**config.mk**
```make
export PLATFORM = sky130hd
export DESIGN_NAME = ic_ctrl
export DESIGN_NICKNAME = d
export VERILOG_FILES = /design/src/hdl/ic_pkg.sv /design/src/hdl/ic_ctrl.sv /design/src/hdl/ic_prio.sv /design/src/hdl/ic_stack.sv
export VERILOG_INCLUDE_DIRS = /design/src /design/src/hdl
export SDC_FILE = /design/constraint.sdc
export NUM_CORES = 1
export LEC_CHECK = 0
export ABC_AREA = 1
export BUFFER_PORTS_ARGS = -buffer_cell sky130_fd_sc_hd__buf_4
export CAP_MARGIN = 5
export CORE_MARGIN = 10
export CORE_UTILIZATION = 50
export DETAILED_ROUTE_END_ITERATION = 7
export MAX_ROUTING_LAYER = met4
export PLACE_DENSITY_LB_ADDON = 0.12
export SLEW_MARGIN = 40
export SYNTH_ARGS = -nofsm -noshare
export SYNTH_HDL_FRONTEND = slang
export SYNTH_SLANG_ARGS = --single-unit
```
**constraint.sdc**
```tcl
create_clock -name clk_i -period 3.2 [get_ports clk_i]
set_input_delay 0.16 -clock clk_i [delete_from_list [all_inputs] [get_ports clk_i]]
set_output_delay 0.16 -clock clk_i [all_outputs]
set_load 0.01 [all_outputs]
```
**src/hdl/ic_regs.svh**
```systemverilog
`ifndef IC_REGS_SVH
`define IC_REGS_SVH

// ****************************************
// Register word indices on the bus
// ****************************************
`define IC_REG_CTRL_A    3'h0
`define IC_REG_CTRL_B    3'h1
`define IC_REG_CTRL_C    3'h2
`define IC_REG_GRP_TMR   3'h3
`define IC_REG_GRP_EEP   3'h4

// ****************************************
// Field positions
// ****************************************
`define IC_A_GIE         0
`define IC_A_PIN0_EN     1
`define IC_A_PIN1_EN     2
`define IC_A_CONV_EN     3
`define IC_A_PIN0_FLAG   4
`define IC_A_PIN1_FLAG   5
`define IC_A_CONV_FLAG   6
`define IC_B_GRP0_EN     0
`define IC_B_GRP1_EN     1
`define IC_B_SER_EN      2
`define IC_B_TB0_EN      3
`define IC_B_GRP0_FLAG   4
`define IC_B_GRP1_FLAG   5
`define IC_B_SER_FLAG    6
`define IC_B_TB0_FLAG    7
`define IC_C_TB1_EN      0
`define IC_C_TB1_FLAG    4
`define IC_G_EN_LSB      0
`define IC_G_FLAG_LSB    4

// ****************************************
// Source indices, also the priority order
// ****************************************
`define IC_SRC_PIN0      3'h0
`define IC_SRC_PIN1      3'h1
`define IC_SRC_CONV      3'h2
`define IC_SRC_SER       3'h3
`define IC_SRC_GRP0      3'h4
`define IC_SRC_GRP1      3'h5
`define IC_SRC_TB0       3'h6
`define IC_SRC_TB1       3'h7

// Member indices: timer group 0..3, eeprom group 4..5
`define IC_MEM_PTM_A     0
`define IC_MEM_PTM_P     1
`define IC_MEM_CTM_A     2
`define IC_MEM_CTM_P     3
`define IC_MEM_EEP       4
`define IC_MEM_LV        5

// ****************************************
// Vector map and reset values
// ****************************************
`define IC_VEC_BASE      12'h004
`define IC_VEC_STEP      12'h004
`define IC_RST_BYTE      8'h00

`endif

```
**src/hdl/ic_pkg.sv**
```systemverilog
package ic_pkg;

  // ****************************************
  // Event strobes from the peripherals
  // ****************************************
  typedef struct packed {
    logic pin0;
    logic pin1;
    logic conv;
    logic serial;
    logic tb0;
    logic tb1;
    logic ptm_a;
    logic ptm_p;
    logic ctm_a;
    logic ctm_p;
    logic eeprom;
    logic low_volt;
  } ic_evt_type;

  // Sequencer states, Gray along idle-service-idle
  typedef enum logic [1:0] {
    IC_IDLE = 2'b00,
    IC_SVC  = 2'b01,
    IC_RET  = 2'b10
  } ic_state_type;

endpackage : ic_pkg

```
**src/hdl/ic_ctrl.sv**
```systemverilog
// Operation
// - Global enable is bit 0 of control A; zero blocks every interrupt.
// - Control A holds converter, pin1, pin0 flags at 6..4, enables at 3..1.
// - Control B holds tb0, serial, group1, group0 flags 7..4, enables 3..0.
// - Control C holds tb1 flag at 4, enable at 0; rest reads zero.
// - Timer group register holds four match flags 7..4, enables 3..0.
// - Eeprom group register holds eeprom/low-volt flags 5,4, enables 1,0.
// - Unused bits of all five registers read zero, ignore writes.
// - A source event sets its flag regardless of enables.
// - A set flag vectors only when its enable is one.
// - Taking an interrupt pushes the next PC and loads the vector.
// - Return from interrupt pops the saved PC.
// - Servicing clears the global enable, blocking nesting.
// - Events while globally disabled still set flags and stay pending.
// - No request is taken while the stack is full.
// - Simultaneous enabled requests resolve by a fixed priority.
// - Timer, eeprom and low-volt sources share group vectors.
// - Any flag rising wakes the core; pre-set flags do not.
// - Servicing a pin interrupt clears that pin flag too.
// - Group requests come from enabled member sources or from control B flag writes.
`include "ic_regs.svh"

module ic_ctrl #(
  parameter int PC_W  = 12,
  parameter int DEPTH = 8
) (
  input  wire logic               clk_i,
  input  wire logic               rst_n_i,
  input  wire logic [2:0]         av_address_i,
  input  wire logic               av_read_i,
  input  wire logic               av_write_i,
  input  wire logic [31:0]        av_writedata_i,
  input  wire logic [3:0]         av_byteenable_i,
  output logic [31:0]             av_readdata_o,
  output logic                    av_waitrequest_o,
  input  wire ic_pkg::ic_evt_type evt_i,
  input  wire logic               cpu_ready_i,
  input  wire logic [PC_W-1:0]    pc_next_i,
  input  wire logic               return_from_interrupt_i,
  output logic                    irq_take_o,
  output logic [PC_W-1:0]         irq_vector_o,
  output logic                    ret_valid_o,
  output logic [PC_W-1:0]         ret_pc_o,
  output logic                    wake_o
);

  // ****************************************
  // State
  // ****************************************
  logic                gie_reg;
  logic                gie_next;
  logic [7:0]          prim_flag_reg;
  logic [7:0]          prim_flag_next;
  logic [7:0]          prim_en_reg;
  logic [7:0]          prim_en_next;
  logic [5:0]          mem_flag_reg;
  logic [5:0]          mem_flag_next;
  logic [5:0]          mem_en_reg;
  logic [5:0]          mem_en_next;
  logic [1:0]          grp_hit_reg;
  logic [1:0]          grp_hit;
  logic                wait_reg;
  logic [31:0]         rdata_reg;
  logic                take_reg;
  logic [2:0]          take_idx_reg;
  logic [PC_W-1:0]     vec_reg;
  logic                retv_reg;
  logic [PC_W-1:0]     ret_pc_reg;
  logic                wake_reg;
  ic_pkg::ic_state_type st_reg;
  ic_pkg::ic_state_type st_next;

  logic [7:0]          prim_set;
  logic [5:0]          mem_set;
  logic [7:0]          prim_req;
  logic                pick_valid;
  logic [2:0]          pick_idx;
  logic                stk_full;
  logic                stk_empty;
  logic [PC_W-1:0]     stk_top;
  logic                take_go;
  logic                ret_go;
  logic                acc;
  logic                wr_lo;
  logic [7:0]          wb;

  // ****************************************
  // Helpers
  // ****************************************

  // Vector address of a primary source
  function automatic logic [PC_W-1:0] ic_vec(input logic [2:0] idx);
    logic [11:0] v;
    v = `IC_VEC_BASE + `IC_VEC_STEP * {9'h000, idx};
    return PC_W'(v);
  endfunction : ic_vec

  // Pack the live state into a register byte
  function automatic logic [7:0] ic_rd(input logic [2:0] a,
                                       input logic       g,
                                       input logic [7:0] f,
                                       input logic [7:0] e,
                                       input logic [5:0] m,
                                       input logic [5:0] me);
    logic [7:0] b;
    b = `IC_RST_BYTE;
    case (a)
      `IC_REG_CTRL_A: begin
        b[`IC_A_GIE]       = g;
        b[`IC_A_PIN0_EN]   = e[`IC_SRC_PIN0];
        b[`IC_A_PIN1_EN]   = e[`IC_SRC_PIN1];
        b[`IC_A_CONV_EN]   = e[`IC_SRC_CONV];
        b[`IC_A_PIN0_FLAG] = f[`IC_SRC_PIN0];
        b[`IC_A_PIN1_FLAG] = f[`IC_SRC_PIN1];
        b[`IC_A_CONV_FLAG] = f[`IC_SRC_CONV];
      end
      `IC_REG_CTRL_B: begin
        b[`IC_B_GRP0_EN]   = e[`IC_SRC_GRP0];
        b[`IC_B_GRP1_EN]   = e[`IC_SRC_GRP1];
        b[`IC_B_SER_EN]    = e[`IC_SRC_SER];
        b[`IC_B_TB0_EN]    = e[`IC_SRC_TB0];
        b[`IC_B_GRP0_FLAG] = f[`IC_SRC_GRP0];
        b[`IC_B_GRP1_FLAG] = f[`IC_SRC_GRP1];
        b[`IC_B_SER_FLAG]  = f[`IC_SRC_SER];
        b[`IC_B_TB0_FLAG]  = f[`IC_SRC_TB0];
      end
      `IC_REG_CTRL_C: begin
        b[`IC_C_TB1_EN]    = e[`IC_SRC_TB1];
        b[`IC_C_TB1_FLAG]  = f[`IC_SRC_TB1];
      end
      `IC_REG_GRP_TMR: begin
        for (int i = 0; i < 4; i++) begin
          b[`IC_G_FLAG_LSB + 3 - i] = m[i];
          b[`IC_G_EN_LSB + 3 - i]   = me[i];
        end
      end
      `IC_REG_GRP_EEP: begin
        b[`IC_G_FLAG_LSB + 1] = m[`IC_MEM_EEP];
        b[`IC_G_FLAG_LSB]     = m[`IC_MEM_LV];
        b[`IC_G_EN_LSB + 1]   = me[`IC_MEM_EEP];
        b[`IC_G_EN_LSB]       = me[`IC_MEM_LV];
      end
      default: b = `IC_RST_BYTE;
    endcase
    return b;
  endfunction : ic_rd

  // ****************************************
  // Bus slave
  // ****************************************

  // One wait cycle per access, then accept
  always_comb begin
    acc   = (av_read_i | av_write_i) & ~wait_reg;
    wr_lo = acc & av_write_i & av_byteenable_i[0];
    wb    = av_writedata_i[7:0];
  end

  // Waitrequest drops for exactly the accepting cycle
  always_ff @(posedge clk_i) begin
    if (!rst_n_i) begin
      wait_reg <= 1'b1;
    end else begin
      wait_reg <= ~((av_read_i | av_write_i) & wait_reg);
    end
  end

  // Read data sampled in the wait cycle; upper bytes stay zero
  always_ff @(posedge clk_i) begin
    if (!rst_n_i) begin
      rdata_reg <= '0;
    end else if (av_read_i & wait_reg) begin
      rdata_reg <= {24'h000000, ic_rd(av_address_i, gie_reg,
                     prim_flag_reg, prim_en_reg,
                     mem_flag_reg, mem_en_reg)};
    end
  end

  // ****************************************
  // Event capture and group derivation
  // ****************************************

  // Group hit needs an enabled member; edge-detected so a
  // still-set member does not re-raise a just-serviced group
  always_comb begin
    grp_hit[0] = |(mem_flag_reg[3:0] & mem_en_reg[3:0]);
    grp_hit[1] = |(mem_flag_reg[5:4] & mem_en_reg[5:4]);
    mem_set = {evt_i.low_volt, evt_i.eeprom, evt_i.ctm_p,
               evt_i.ctm_a, evt_i.ptm_p, evt_i.ptm_a};
    prim_set = {evt_i.tb1, evt_i.tb0,
                grp_hit[1] & ~grp_hit_reg[1],
                grp_hit[0] & ~grp_hit_reg[0],
                evt_i.serial, evt_i.conv,
                evt_i.pin1, evt_i.pin0};
  end

  // Previous group hit level
  always_ff @(posedge clk_i) begin
    if (!rst_n_i) begin
      grp_hit_reg <= 2'b00;
    end else begin
      grp_hit_reg <= grp_hit;
    end
  end

  // ****************************************
  // Arbitration
  // ****************************************

  // Requests that may vector
  always_comb begin
    prim_req = prim_flag_reg & prim_en_reg;
  end

  ic_prio u_prio (
    .req_i   (prim_req),
    .valid_o (pick_valid),
    .idx_o   (pick_idx)
  );

  ic_stack #(
    .DEPTH (DEPTH),
    .PC_W  (PC_W)
  ) u_stack (
    .clk_i   (clk_i),
    .rst_n_i (rst_n_i),
    .push_i  (take_go),
    .pop_i   (ret_go),
    .din_i   (pc_next_i),
    .top_o   (stk_top),
    .full_o  (stk_full),
    .empty_o (stk_empty)
  );

  // Take only at an instruction boundary; return has priority
  always_comb begin
    ret_go  = (st_reg == ic_pkg::IC_IDLE) & return_from_interrupt_i & ~stk_empty;
    take_go = (st_reg == ic_pkg::IC_IDLE) & cpu_ready_i & ~return_from_interrupt_i
            & gie_reg
            & pick_valid
            & ~stk_full;
  end

  // Sequencer
  always_comb begin
    case (st_reg)
      ic_pkg::IC_IDLE: begin
        if (ret_go) begin
          st_next = ic_pkg::IC_RET;
        end else if (take_go) begin
          st_next = ic_pkg::IC_SVC;
        end else begin
          st_next = ic_pkg::IC_IDLE;
        end
      end
      ic_pkg::IC_SVC: st_next = ic_pkg::IC_IDLE;
      ic_pkg::IC_RET: st_next = ic_pkg::IC_IDLE;
      default:        st_next = ic_pkg::IC_IDLE;
    endcase
  end

  always_ff @(posedge clk_i) begin
    if (!rst_n_i) begin
      st_reg <= ic_pkg::IC_IDLE;
    end else begin
      st_reg <= st_next;
    end
  end

  // ****************************************
  // Register next values
  // ****************************************

  // Order: service clear, then software write, then events;
  // an event in the clearing cycle therefore survives
  always_comb begin
    gie_next       = gie_reg;
    prim_flag_next = prim_flag_reg;
    prim_en_next   = prim_en_reg;
    mem_flag_next  = mem_flag_reg;
    mem_en_next    = mem_en_reg;
    if (take_go) begin
      prim_flag_next[pick_idx] = 1'b0;
    end
    if (wr_lo) begin
      case (av_address_i)
        `IC_REG_CTRL_A: begin
          gie_next = wb[`IC_A_GIE];
          prim_en_next[`IC_SRC_PIN0]   = wb[`IC_A_PIN0_EN];
          prim_en_next[`IC_SRC_PIN1]   = wb[`IC_A_PIN1_EN];
          prim_en_next[`IC_SRC_CONV]   = wb[`IC_A_CONV_EN];
          prim_flag_next[`IC_SRC_PIN0] = wb[`IC_A_PIN0_FLAG];
          prim_flag_next[`IC_SRC_PIN1] = wb[`IC_A_PIN1_FLAG];
          prim_flag_next[`IC_SRC_CONV] = wb[`IC_A_CONV_FLAG];
        end
        `IC_REG_CTRL_B: begin
          prim_en_next[`IC_SRC_GRP0]   = wb[`IC_B_GRP0_EN];
          prim_en_next[`IC_SRC_GRP1]   = wb[`IC_B_GRP1_EN];
          prim_en_next[`IC_SRC_SER]    = wb[`IC_B_SER_EN];
          prim_en_next[`IC_SRC_TB0]    = wb[`IC_B_TB0_EN];
          prim_flag_next[`IC_SRC_GRP0] = wb[`IC_B_GRP0_FLAG];
          prim_flag_next[`IC_SRC_GRP1] = wb[`IC_B_GRP1_FLAG];
          prim_flag_next[`IC_SRC_SER]  = wb[`IC_B_SER_FLAG];
          prim_flag_next[`IC_SRC_TB0]  = wb[`IC_B_TB0_FLAG];
        end
        `IC_REG_CTRL_C: begin
          prim_en_next[`IC_SRC_TB1]   = wb[`IC_C_TB1_EN];
          prim_flag_next[`IC_SRC_TB1] = wb[`IC_C_TB1_FLAG];
        end
        `IC_REG_GRP_TMR: begin
          for (int i = 0; i < 4; i++) begin
            mem_flag_next[i] = wb[`IC_G_FLAG_LSB + 3 - i];
            mem_en_next[i]   = wb[`IC_G_EN_LSB + 3 - i];
          end
        end
        `IC_REG_GRP_EEP: begin
          mem_flag_next[`IC_MEM_EEP] = wb[`IC_G_FLAG_LSB + 1];
          mem_flag_next[`IC_MEM_LV]  = wb[`IC_G_FLAG_LSB];
          mem_en_next[`IC_MEM_EEP]   = wb[`IC_G_EN_LSB + 1];
          mem_en_next[`IC_MEM_LV]    = wb[`IC_G_EN_LSB];
        end
        default: gie_next = gie_reg;
      endcase
    end
    prim_flag_next = prim_flag_next | prim_set;
    mem_flag_next  = mem_flag_next | mem_set;
    if (ret_go) begin
      gie_next = 1'b1;
    end
    if (take_go) begin
      gie_next = 1'b0;
    end
  end

  // Flags and enables
  always_ff @(posedge clk_i) begin
    if (!rst_n_i) begin
      gie_reg       <= 1'b0;
      prim_flag_reg <= `IC_RST_BYTE;
      prim_en_reg   <= `IC_RST_BYTE;
      mem_flag_reg  <= 6'h00;
      mem_en_reg    <= 6'h00;
    end else begin
      gie_reg       <= gie_next;
      prim_flag_reg <= prim_flag_next;
      prim_en_reg   <= prim_en_next;
      mem_flag_reg  <= mem_flag_next;
      mem_en_reg    <= mem_en_next;
    end
  end

  // ****************************************
  // Core-facing outputs
  // ****************************************

  // Vector strobe; group sources share a group vector
  always_ff @(posedge clk_i) begin
    if (!rst_n_i) begin
      take_reg     <= 1'b0;
      take_idx_reg <= 3'h0;
      vec_reg      <= '0;
    end else begin
      take_reg <= take_go;
      if (take_go) begin
        take_idx_reg <= pick_idx;
        vec_reg      <= ic_vec(pick_idx);
      end
    end
  end

  // Return address strobe
  always_ff @(posedge clk_i) begin
    if (!rst_n_i) begin
      retv_reg   <= 1'b0;
      ret_pc_reg <= '0;
    end else begin
      retv_reg <= ret_go;
      if (ret_go) begin
        ret_pc_reg <= stk_top;
      end
    end
  end

  // Wake only on a 0-to-1 flag change, so pre-set flags stay quiet
  always_ff @(posedge clk_i) begin
    if (!rst_n_i) begin
      wake_reg <= 1'b0;
    end else begin
      wake_reg <= |(prim_flag_next & ~prim_flag_reg)
                | |(mem_flag_next & ~mem_flag_reg);
    end
  end

  assign av_waitrequest_o = wait_reg;
  assign av_readdata_o    = rdata_reg;
  assign irq_take_o       = take_reg;
  assign irq_vector_o     = vec_reg;
  assign ret_valid_o      = retv_reg;
  assign ret_pc_o         = ret_pc_reg;
  assign wake_o           = wake_reg;

  // ****************************************
  // Checks
  // ****************************************

  property p_gie_gate;
    @(posedge clk_i) disable iff (!rst_n_i)
    irq_take_o |-> $past(gie_reg);
  endproperty
  a_gie_gate: assert property (p_gie_gate)
    else $error("interrupt taken with global enable low");

  property p_gie_clr;
    @(posedge clk_i) disable iff (!rst_n_i)
    irq_take_o |-> !gie_reg;
  endproperty
  a_gie_clr: assert property (p_gie_clr)
    else $error("global enable not cleared on service");

  property p_en_gate;
    @(posedge clk_i) disable iff (!rst_n_i)
    irq_take_o |-> $past(prim_en_reg[pick_idx] & prim_flag_reg[pick_idx]);
  endproperty
  a_en_gate: assert property (p_en_gate)
    else $error("interrupt taken from a disabled source");

  property p_full;
    @(posedge clk_i) disable iff (!rst_n_i)
    irq_take_o |-> $past(!stk_full);
  endproperty
  a_full: assert property (p_full)
    else $error("interrupt taken with stack full");

  property p_prio;
    @(posedge clk_i) disable iff (!rst_n_i)
    irq_take_o |-> ($past(prim_req) & ((8'h01 << take_idx_reg) - 8'h01)) == 8'h00;
  endproperty
  a_prio: assert property (p_prio)
    else $error("lower priority source won");

  property p_vec;
    @(posedge clk_i) disable iff (!rst_n_i)
    irq_take_o |-> irq_vector_o == ic_vec(take_idx_reg);
  endproperty
  a_vec: assert property (p_vec)
    else $error("vector does not match taken source");

  property p_pend;
    @(posedge clk_i) disable iff (!rst_n_i)
    !gie_reg && evt_i.conv |=> prim_flag_reg[`IC_SRC_CONV];
  endproperty
  a_pend: assert property (p_pend)
    else $error("request lost while disabled");

  property p_pin_clr;
    @(posedge clk_i) disable iff (!rst_n_i)
    take_go && pick_idx == `IC_SRC_PIN0 && !evt_i.pin0 && !wr_lo
      |=> !prim_flag_reg[`IC_SRC_PIN0];
  endproperty
  a_pin_clr: assert property (p_pin_clr)
    else $error("pin flag not cleared on service");

  property p_wake;
    @(posedge clk_i) disable iff (!rst_n_i)
    !prim_flag_reg[`IC_SRC_TB0] && evt_i.tb0 |=> wake_o;
  endproperty
  a_wake: assert property (p_wake)
    else $error("flag rise did not wake");

  property p_rd_hi;
    @(posedge clk_i) disable iff (!rst_n_i)
    av_read_i && !av_waitrequest_o |-> av_readdata_o[31:8] == 24'h000000;
  endproperty
  a_rd_hi: assert property (p_rd_hi)
    else $error("upper read bits not zero");

endmodule : ic_ctrl

```
**src/hdl/ic_prio.sv**
```systemverilog
// Fixed priority pick: lowest index wins
module ic_prio (
  input  wire logic [7:0] req_i,
  output logic            valid_o,
  output logic [2:0]      idx_o
);

  // Scan from the top so the lowest index is last to win
  function automatic logic [2:0] ic_first(input logic [7:0] r);
    logic [2:0] k;
    k = 3'h0;
    for (int i = 7; i >= 0; i--) begin
      if (r[i]) begin
        k = 3'(i);
      end
    end
    return k;
  endfunction : ic_first

  // Pick
  always_comb begin
    valid_o = |req_i;
    idx_o   = ic_first(req_i);
  end

endmodule : ic_prio

```
**src/hdl/ic_stack.sv**
```systemverilog
// Return-address stack for serviced interrupts
module ic_stack #(
  parameter int DEPTH = 8,
  parameter int PC_W  = 12
) (
  input  wire logic            clk_i,
  input  wire logic            rst_n_i,
  input  wire logic            push_i,
  input  wire logic            pop_i,
  input  wire logic [PC_W-1:0] din_i,
  output logic [PC_W-1:0]      top_o,
  output logic                 full_o,
  output logic                 empty_o
);

  logic [PC_W-1:0]          mem_reg [DEPTH];
  logic [$clog2(DEPTH):0]   sp_reg;
  logic [$clog2(DEPTH):0]   sp_dec;

  // Pointer; callers never push when full or pop when empty
  always_ff @(posedge clk_i) begin
    if (!rst_n_i) begin
      sp_reg <= '0;
    end else if (push_i) begin
      sp_reg <= sp_reg + 1'b1;
    end else if (pop_i) begin
      sp_reg <= sp_reg - 1'b1;
    end
  end

  // Storage, no reset needed
  always_ff @(posedge clk_i) begin
    if (push_i) begin
      mem_reg[sp_reg[$clog2(DEPTH)-1:0]] <= din_i;
    end
  end

  // Status and top word
  always_comb begin
    full_o  = (sp_reg == ($clog2(DEPTH)+1)'(DEPTH));
    empty_o = (sp_reg == '0);
    sp_dec  = sp_reg - 1'b1;
    top_o   = empty_o ? '0 : mem_reg[sp_dec[$clog2(DEPTH)-1:0]];
  end

endmodule : ic_stack

```
# == After elaboration in Yosys (flattened, before gate mapping) ==
# Memories as Yosys holds them, arrays and structs flattened. A register that Yosys moved wholly into a read port is not among the register bits.
# Cells that the tools add are included.
# op_classes
n_eq_ne,5
n_mux,34
addsub,3
n_bitwise,36
order_cmp,2
n_reduce_logical,22
# ops
operator,n
$mux 3,9
$and 8x8->8,3
$mux 4,4
$mux 8,2
$not 8->8,2
$reduce_or 8->1,2
$and 1x1->1,14
$reduce_and 2->1,7
$pmux 1 s5,2
$not 1->1,9
$mux 1,8
$or 8x8->8,1
$pmux 1 s4,2
$add 3x5->6 const A,1
$and 6x6->6,1
$eq 3x2->1 const B,2
$mux 6,1
$not 6->6,1
$or 6x6->6,1
$pmux 2 s3,1
$reduce_bool 2->1,3
$reduce_or 6->1,1
$add 4x1->4 const B,1
$and 4x4->4,1
20 further kinds,23
# totals
regBits,61
ram_bits,96
in_bits,69
out_inout_bits,60
n_memories,1
# mem_list
memory,words,word_bits,read_ports,rd_clocked_by_memory_dff,wr,line_no,source
u_stack.mem_reg,8,12,1,1,1,ic_stack.sv:16,logic [PC_W-1:0] mem_reg [DEPTH];

# == Depth between registers and ports, before layout ==
# depth
word_depth,22
depth_mapped,14
ltp_nobuf,12

# == Modules after synthesis ==
# From an unflattened synthesis, not the netlist that was laid out.
# unflattened
cells_unflattened,917
area_unflattened_um2,7631.1
# modules_own_cells
module,area_each_um2,cells_per_inst,seq_area_each_um2,n_inst
ic_stack,4496.8,451,2962.8,1
ic_ctrl,3035.4,444,1221.2,1
ic_prio,98.8,22,0.0,1

# == Worst setup path before layout ==
# Ideal clock, no wire load.
# synth_path
path_kind,register to register
startpoint,register u_stack.sp_reg[0]
endpoint,memory u_stack.mem_reg[3][0] (enable)
n_path_buf,3
path_stages_with_launch,13
slack_ns,0.306
arrival_time_ns,2.498
period_less_slack_ns,2.894
t_required_ns,2.804
cell_sequence,dfxtp_1 buf_2 inv_1 buf_4 buf_2 ha_1 nand2_1 nor2_1 nor2_2 nand2_4 inv_2 nand2_1 nor3_1
# synth_via
elab_chain_len,5
# synth_lines
item,line_no,source
"start, declared",ic_stack.sv:17,logic [$clog2(DEPTH):0] sp_reg;
"start signal, assigned",ic_stack.sv:25,sp_reg <= sp_reg + 1'b1;
"start signal, assigned",ic_stack.sv:27,sp_reg <= sp_reg - 1'b1;
$eq 4x4->1,ic_stack.sv:40,full_o = (sp_reg == ($clog2(DEPTH)+1)'(DEPTH));
$not 1->1,ic_ctrl.sv:241,& ~stk_full;
$and 1x1->1,ic_ctrl.sv:241,
$mux 1,ic_stack.sv:33,if (push_i) begin
$mux 1 (not written as such),ic_stack.sv:34,mem_reg[sp_reg[$clog2(DEPTH)-1:0]] <= din_i;
"end, declared",ic_stack.sv:16,
# Parallel ways exist; a longest one is shown, timed or not.

# == Worst setup path in the final report ==
# layout_path
startpoint,register u_stack.sp_reg[1]
endpoint,memory u_stack.mem_reg[7][7] (enable)
# The elaborated chain is that of the path after synthesis.

==> impl_metrics.csv <==
group,metric,value,unit
timing,finalCritPeriodShare,0.770,
setup_path,cp-start-kind,"register",
final_layout,seq_area,0.00418,mm^2
final_layout,largest_reg_flops,96,
detailed_routing,num_vias,5543,
setup_path,ff2ff_path_depth,10,
detailed_routing,drc,0,
final_layout,drive_gt1_frac,0.158,
timing,fmax,0.406,GHz
floorplan,dieArea,0.0195,mm^2
floorplan,io_pins,129,
logic_synthesis,syn_avg_cell_area,9.01,um^2
power,p_int,4.05,mW
timing,setup_viol,0,
clock_network,cts_buffers,17,
clock_network,cts_tree,"yes",
detailed_routing,drtPass1Iterations,5,
final_layout,antennaDiodeCount,0,
logic_synthesis,synth_ff_type,"edfxtp_1",
setup_path,arrival,2.59,ns
power,pwr-share-comb,0.290,
detailed_routing,wirelength,17.6,mm
timing,postLayoutSetupSlackWorst,0.736,ns
global_route,grt_start_max_net_pins,56,
clock_network,cts_sinks,161,
timing,hold_viol_final,0,
logic_synthesis,synth_seq_cells,161,
timing,grt_setup_unrepaired,"no",
power,switchingPower,2.14,mW
logic_synthesis,ys_warn_count,0,
floorplan,rows,43,
detailed_routing,wl_per_cell,16.4,um
global_route,antenna_found_initial,0,
timing,layout_min_cycle_time,2.46,ns
clock_network,clkTransAtPathRegs,0.06,ns
worst_hold_path,worstHoldPathType,"in -> reg",
placed_design,dp_hpwl,11.6,mm
timing,drv_slew,0,
power,power_per_cell_area,730,mW/mm^2
outcome,status,"complete, no violations",
clock_network,cts_max_path_buffers,2,
power,pwr-share-seq,0.391,
power,p_sw_frac,0.346,
final_layout,multiInputGateArea,0.00242,mm^2
floorplan,initial_core_util,0.514,
logic_synthesis,synth-async-reset-ratio,0,
setup_path,reg2reg_to,"u_stack.mem_reg[7][7]",
logic_synthesis,syn_inst,795,
timing,finalSetupTns,0,ns
clock_network,htreeDepth,4,
logic_synthesis,netlist_area,0.00716,mm^2
final_layout,syn_to_final_growth,18.5,%
logic_synthesis,synth_edf_count,96,
logic_synthesis,synth.distinct_cells,35,
detailed_routing,first_iter_violations,412,
global_route,grt_pass1_wl,27.6,mm
final_layout,fin_util,0.609,
clock_network,post_cts_buffers,0,
flow_run,drv_cap,0,
power,p_leak,3.54,nW
placed_design,dpl.cell_count,1029,
clock_network,cts_root_buf,"clkbuf_16",
setup_path,worstSetupPathType,"reg -> reg",
placed_design,gp_congestion,0.883,
final_layout,fin_nets,955,
timing,worst_pin_slew,0.771,ns
setup_path,endpoint_kind,"register",
timing,skew,0.0109,ns
global_route,grt-ovfl-total,0,
final_layout,stdcell_count,1077,
placed_design,place_worst_setup_slack,0.744,ns
setup_path,r2r_setup_slack,0.74,ns
setup_path,crit_path_end,"u_stack.mem_reg[7][7]",
setup_path,r2r-start,"u_stack.sp_reg[1]",
power,power_frac_clock,0.319,
setup_path,worstPathRequired,3.33,ns
worst_hold_path,worstHoldPathCells,5,
detailed_routing,vias_per_cell,5.15,
detailed_routing,ant_nets,0,
floorplan,die_h,140,um
final_layout,fill_cells,1235,
global_route,grt_use_total,0.181,
logic_synthesis,ys_seq_area_frac,0.584,
global_route,grt_pass1_vias,5444,
floorplan,fp.coreArea,0.0139,mm^2
setup_path,startpoint,"u_stack.sp_reg[1]",
floorplan,die_w,140,um
power,ir_worst_vdd,0.000551,V
timing,slew_headroom,0.485,
setup_path,cp_max_fo,8,
clock_network,clock_latency,0.42,ns
placed_design,io_buffers,69,
## power groups by stage
stage          sequential (mW)  combinational [mW]  clock (mW)
3_3_place_gp              2.46                1.73           0
5_1_grt                   2.43                2.02        2.08
6_report                  2.42                1.80        1.97
4_1_cts                   2.42                1.80        2.00
3_5_place_dp              2.46                1.77           0
2_1_floorplan             2.47                1.23           0
## cell families (layout without fill, tap and decap cells)
kind of cell / Yosys count / count (layout) / synth area share
AND/OR/NAND/NOR: 349 / 349 / 0.206
flip-flops: 161 / 161 / 0.584
AO/OA/AOI/OAI: 142 / 142 / 0.107
buffers and inverters: 136 / 207 / 0.0933
XOR/XNOR: 3 / 3 / 0.00367
adder cells (fa/ha/maj): 2 / 2 / 0.00349
other: 1 / 32 / 0.000524
multiplexers: 1 / 1 / 0.00140
## cells in the final DEF (no fill, tap or decap), types with 3 or more instances in the layout
master and n:
a21oi_1 34, a31oi_1 9, buf_4 83, clkbuf_16 17, clkinv_4 3, conb_1 32, dfxtp_1 65, dlygate4sd3_1 16
edfxtp_1 96, inv_1 69, inv_2 7, inv_6 4, nand2_1 184, nand2_2 8, nand3_1 29, nand3_2 3
nand3b_1 3, nor2_1 105, nor2_2 3, nor2_4 4, nor3_1 5, o21ai_0 67, o22ai_1 24, xor2_1 3
## timing repair
action,4_1_cts,5_1_grt
hold buffers,16,0
resized for setup,0,0
endpoints found under the setup margin,0,0
hold endpoints to repair,101,0
## area by class of cell
| class | instances | area share |
|---|---|---|
| inverter | 76 | 0.0336 |
| timing repair buffer | 99 | 0.0924 |
| tap | 180 | 0.0266 |
| clock inverter | 14 | 0.0177 |
| clock buffer | 18 | 0.0506 |
| multi-input combinational | 529 | 0.286 |
| sequential | 161 | 0.493 |
## worst min-delay path by stage
stage,from,to,slack (ns)
after floorplan,pc_next_i[0],u_stack.mem_reg[0][0],0.26
after global placement,av_read_i,av_waitrequest_o,0.38
after detailed placement,av_read_i,av_waitrequest_o,0.38
after CTS,evt_i[3],mem_flag_reg[2],0.02
after global routing,av_writedata_i[1],mem_en_reg[2],0.06
final,evt_i[3],mem_flag_reg[2],0.03
## cell usage after synthesis (2+ instances only)
master,count,area [um^2]
nand2_1,184,691
nand3_1,29,145
o21ai_0,67,335
o22ai_1,24,150
inv_2,7,26.3
o211ai_1,2,15.0
edfxtp_1,96,2880
nand3b_1,3,22.5
nand2_4,2,22.5
nor2_1,105,394
nand3_2,3,30.0
nand4_1,2,12.5
nor2_4,4,45.0
buf_2,9,45.0
buf_4,37,278
ha_1,2,25.0
clkbuf_1,10,37.5
dfxtp_1,65,1300
inv_1,69,259
a21oi_1,34,170
o21ai_1,2,10.0
nor3_1,5,25.0
a31oi_1,9,56.3
nand2_2,8,50.1
nor2_2,3,18.8
xor2_1,3,26.3
buf_1,3,11.3
## metal layers
layer | wire (um) | track usage | up-vias | part of all wire
met3 | 1080 | 0.0470 | 21 | 0.061
li1 | - | - | 2745 | -
met5 | 0 | - | - | 0
met4 | 223 | 0.0511 | 0 | 0.013
met1 | 7530 | 0.205 | 2601 | 0.43
met2 | 8800 | 0.310 | 176 | 0.50
## through the flow
stage	hold WS [ns]	total power, mW	instance area (um^2)
after detailed placement	0.379	4.23	7740
final	0.0316	6.19	8480
after CTS	0.0230	6.22	8480
after global routing	0.0556	6.53	8480
after global placement	0.376	4.19	7740
after floorplan	0.259	3.71	7280
## critical path, cell delays in order (launching register included)
cell and delay [ns]:
dfxtp_1 0.44, inv_1 0.11, ha_1 0.23, nand2_1 0.08
nor2_1 0.05, nor2_2 0.20, nand2_4 0.11, inv_2 0.11
nand2_1 0.11, nor2_1 0.45, buf_4 0.27
No activity file was read; power rests on OpenSTA's default activity.
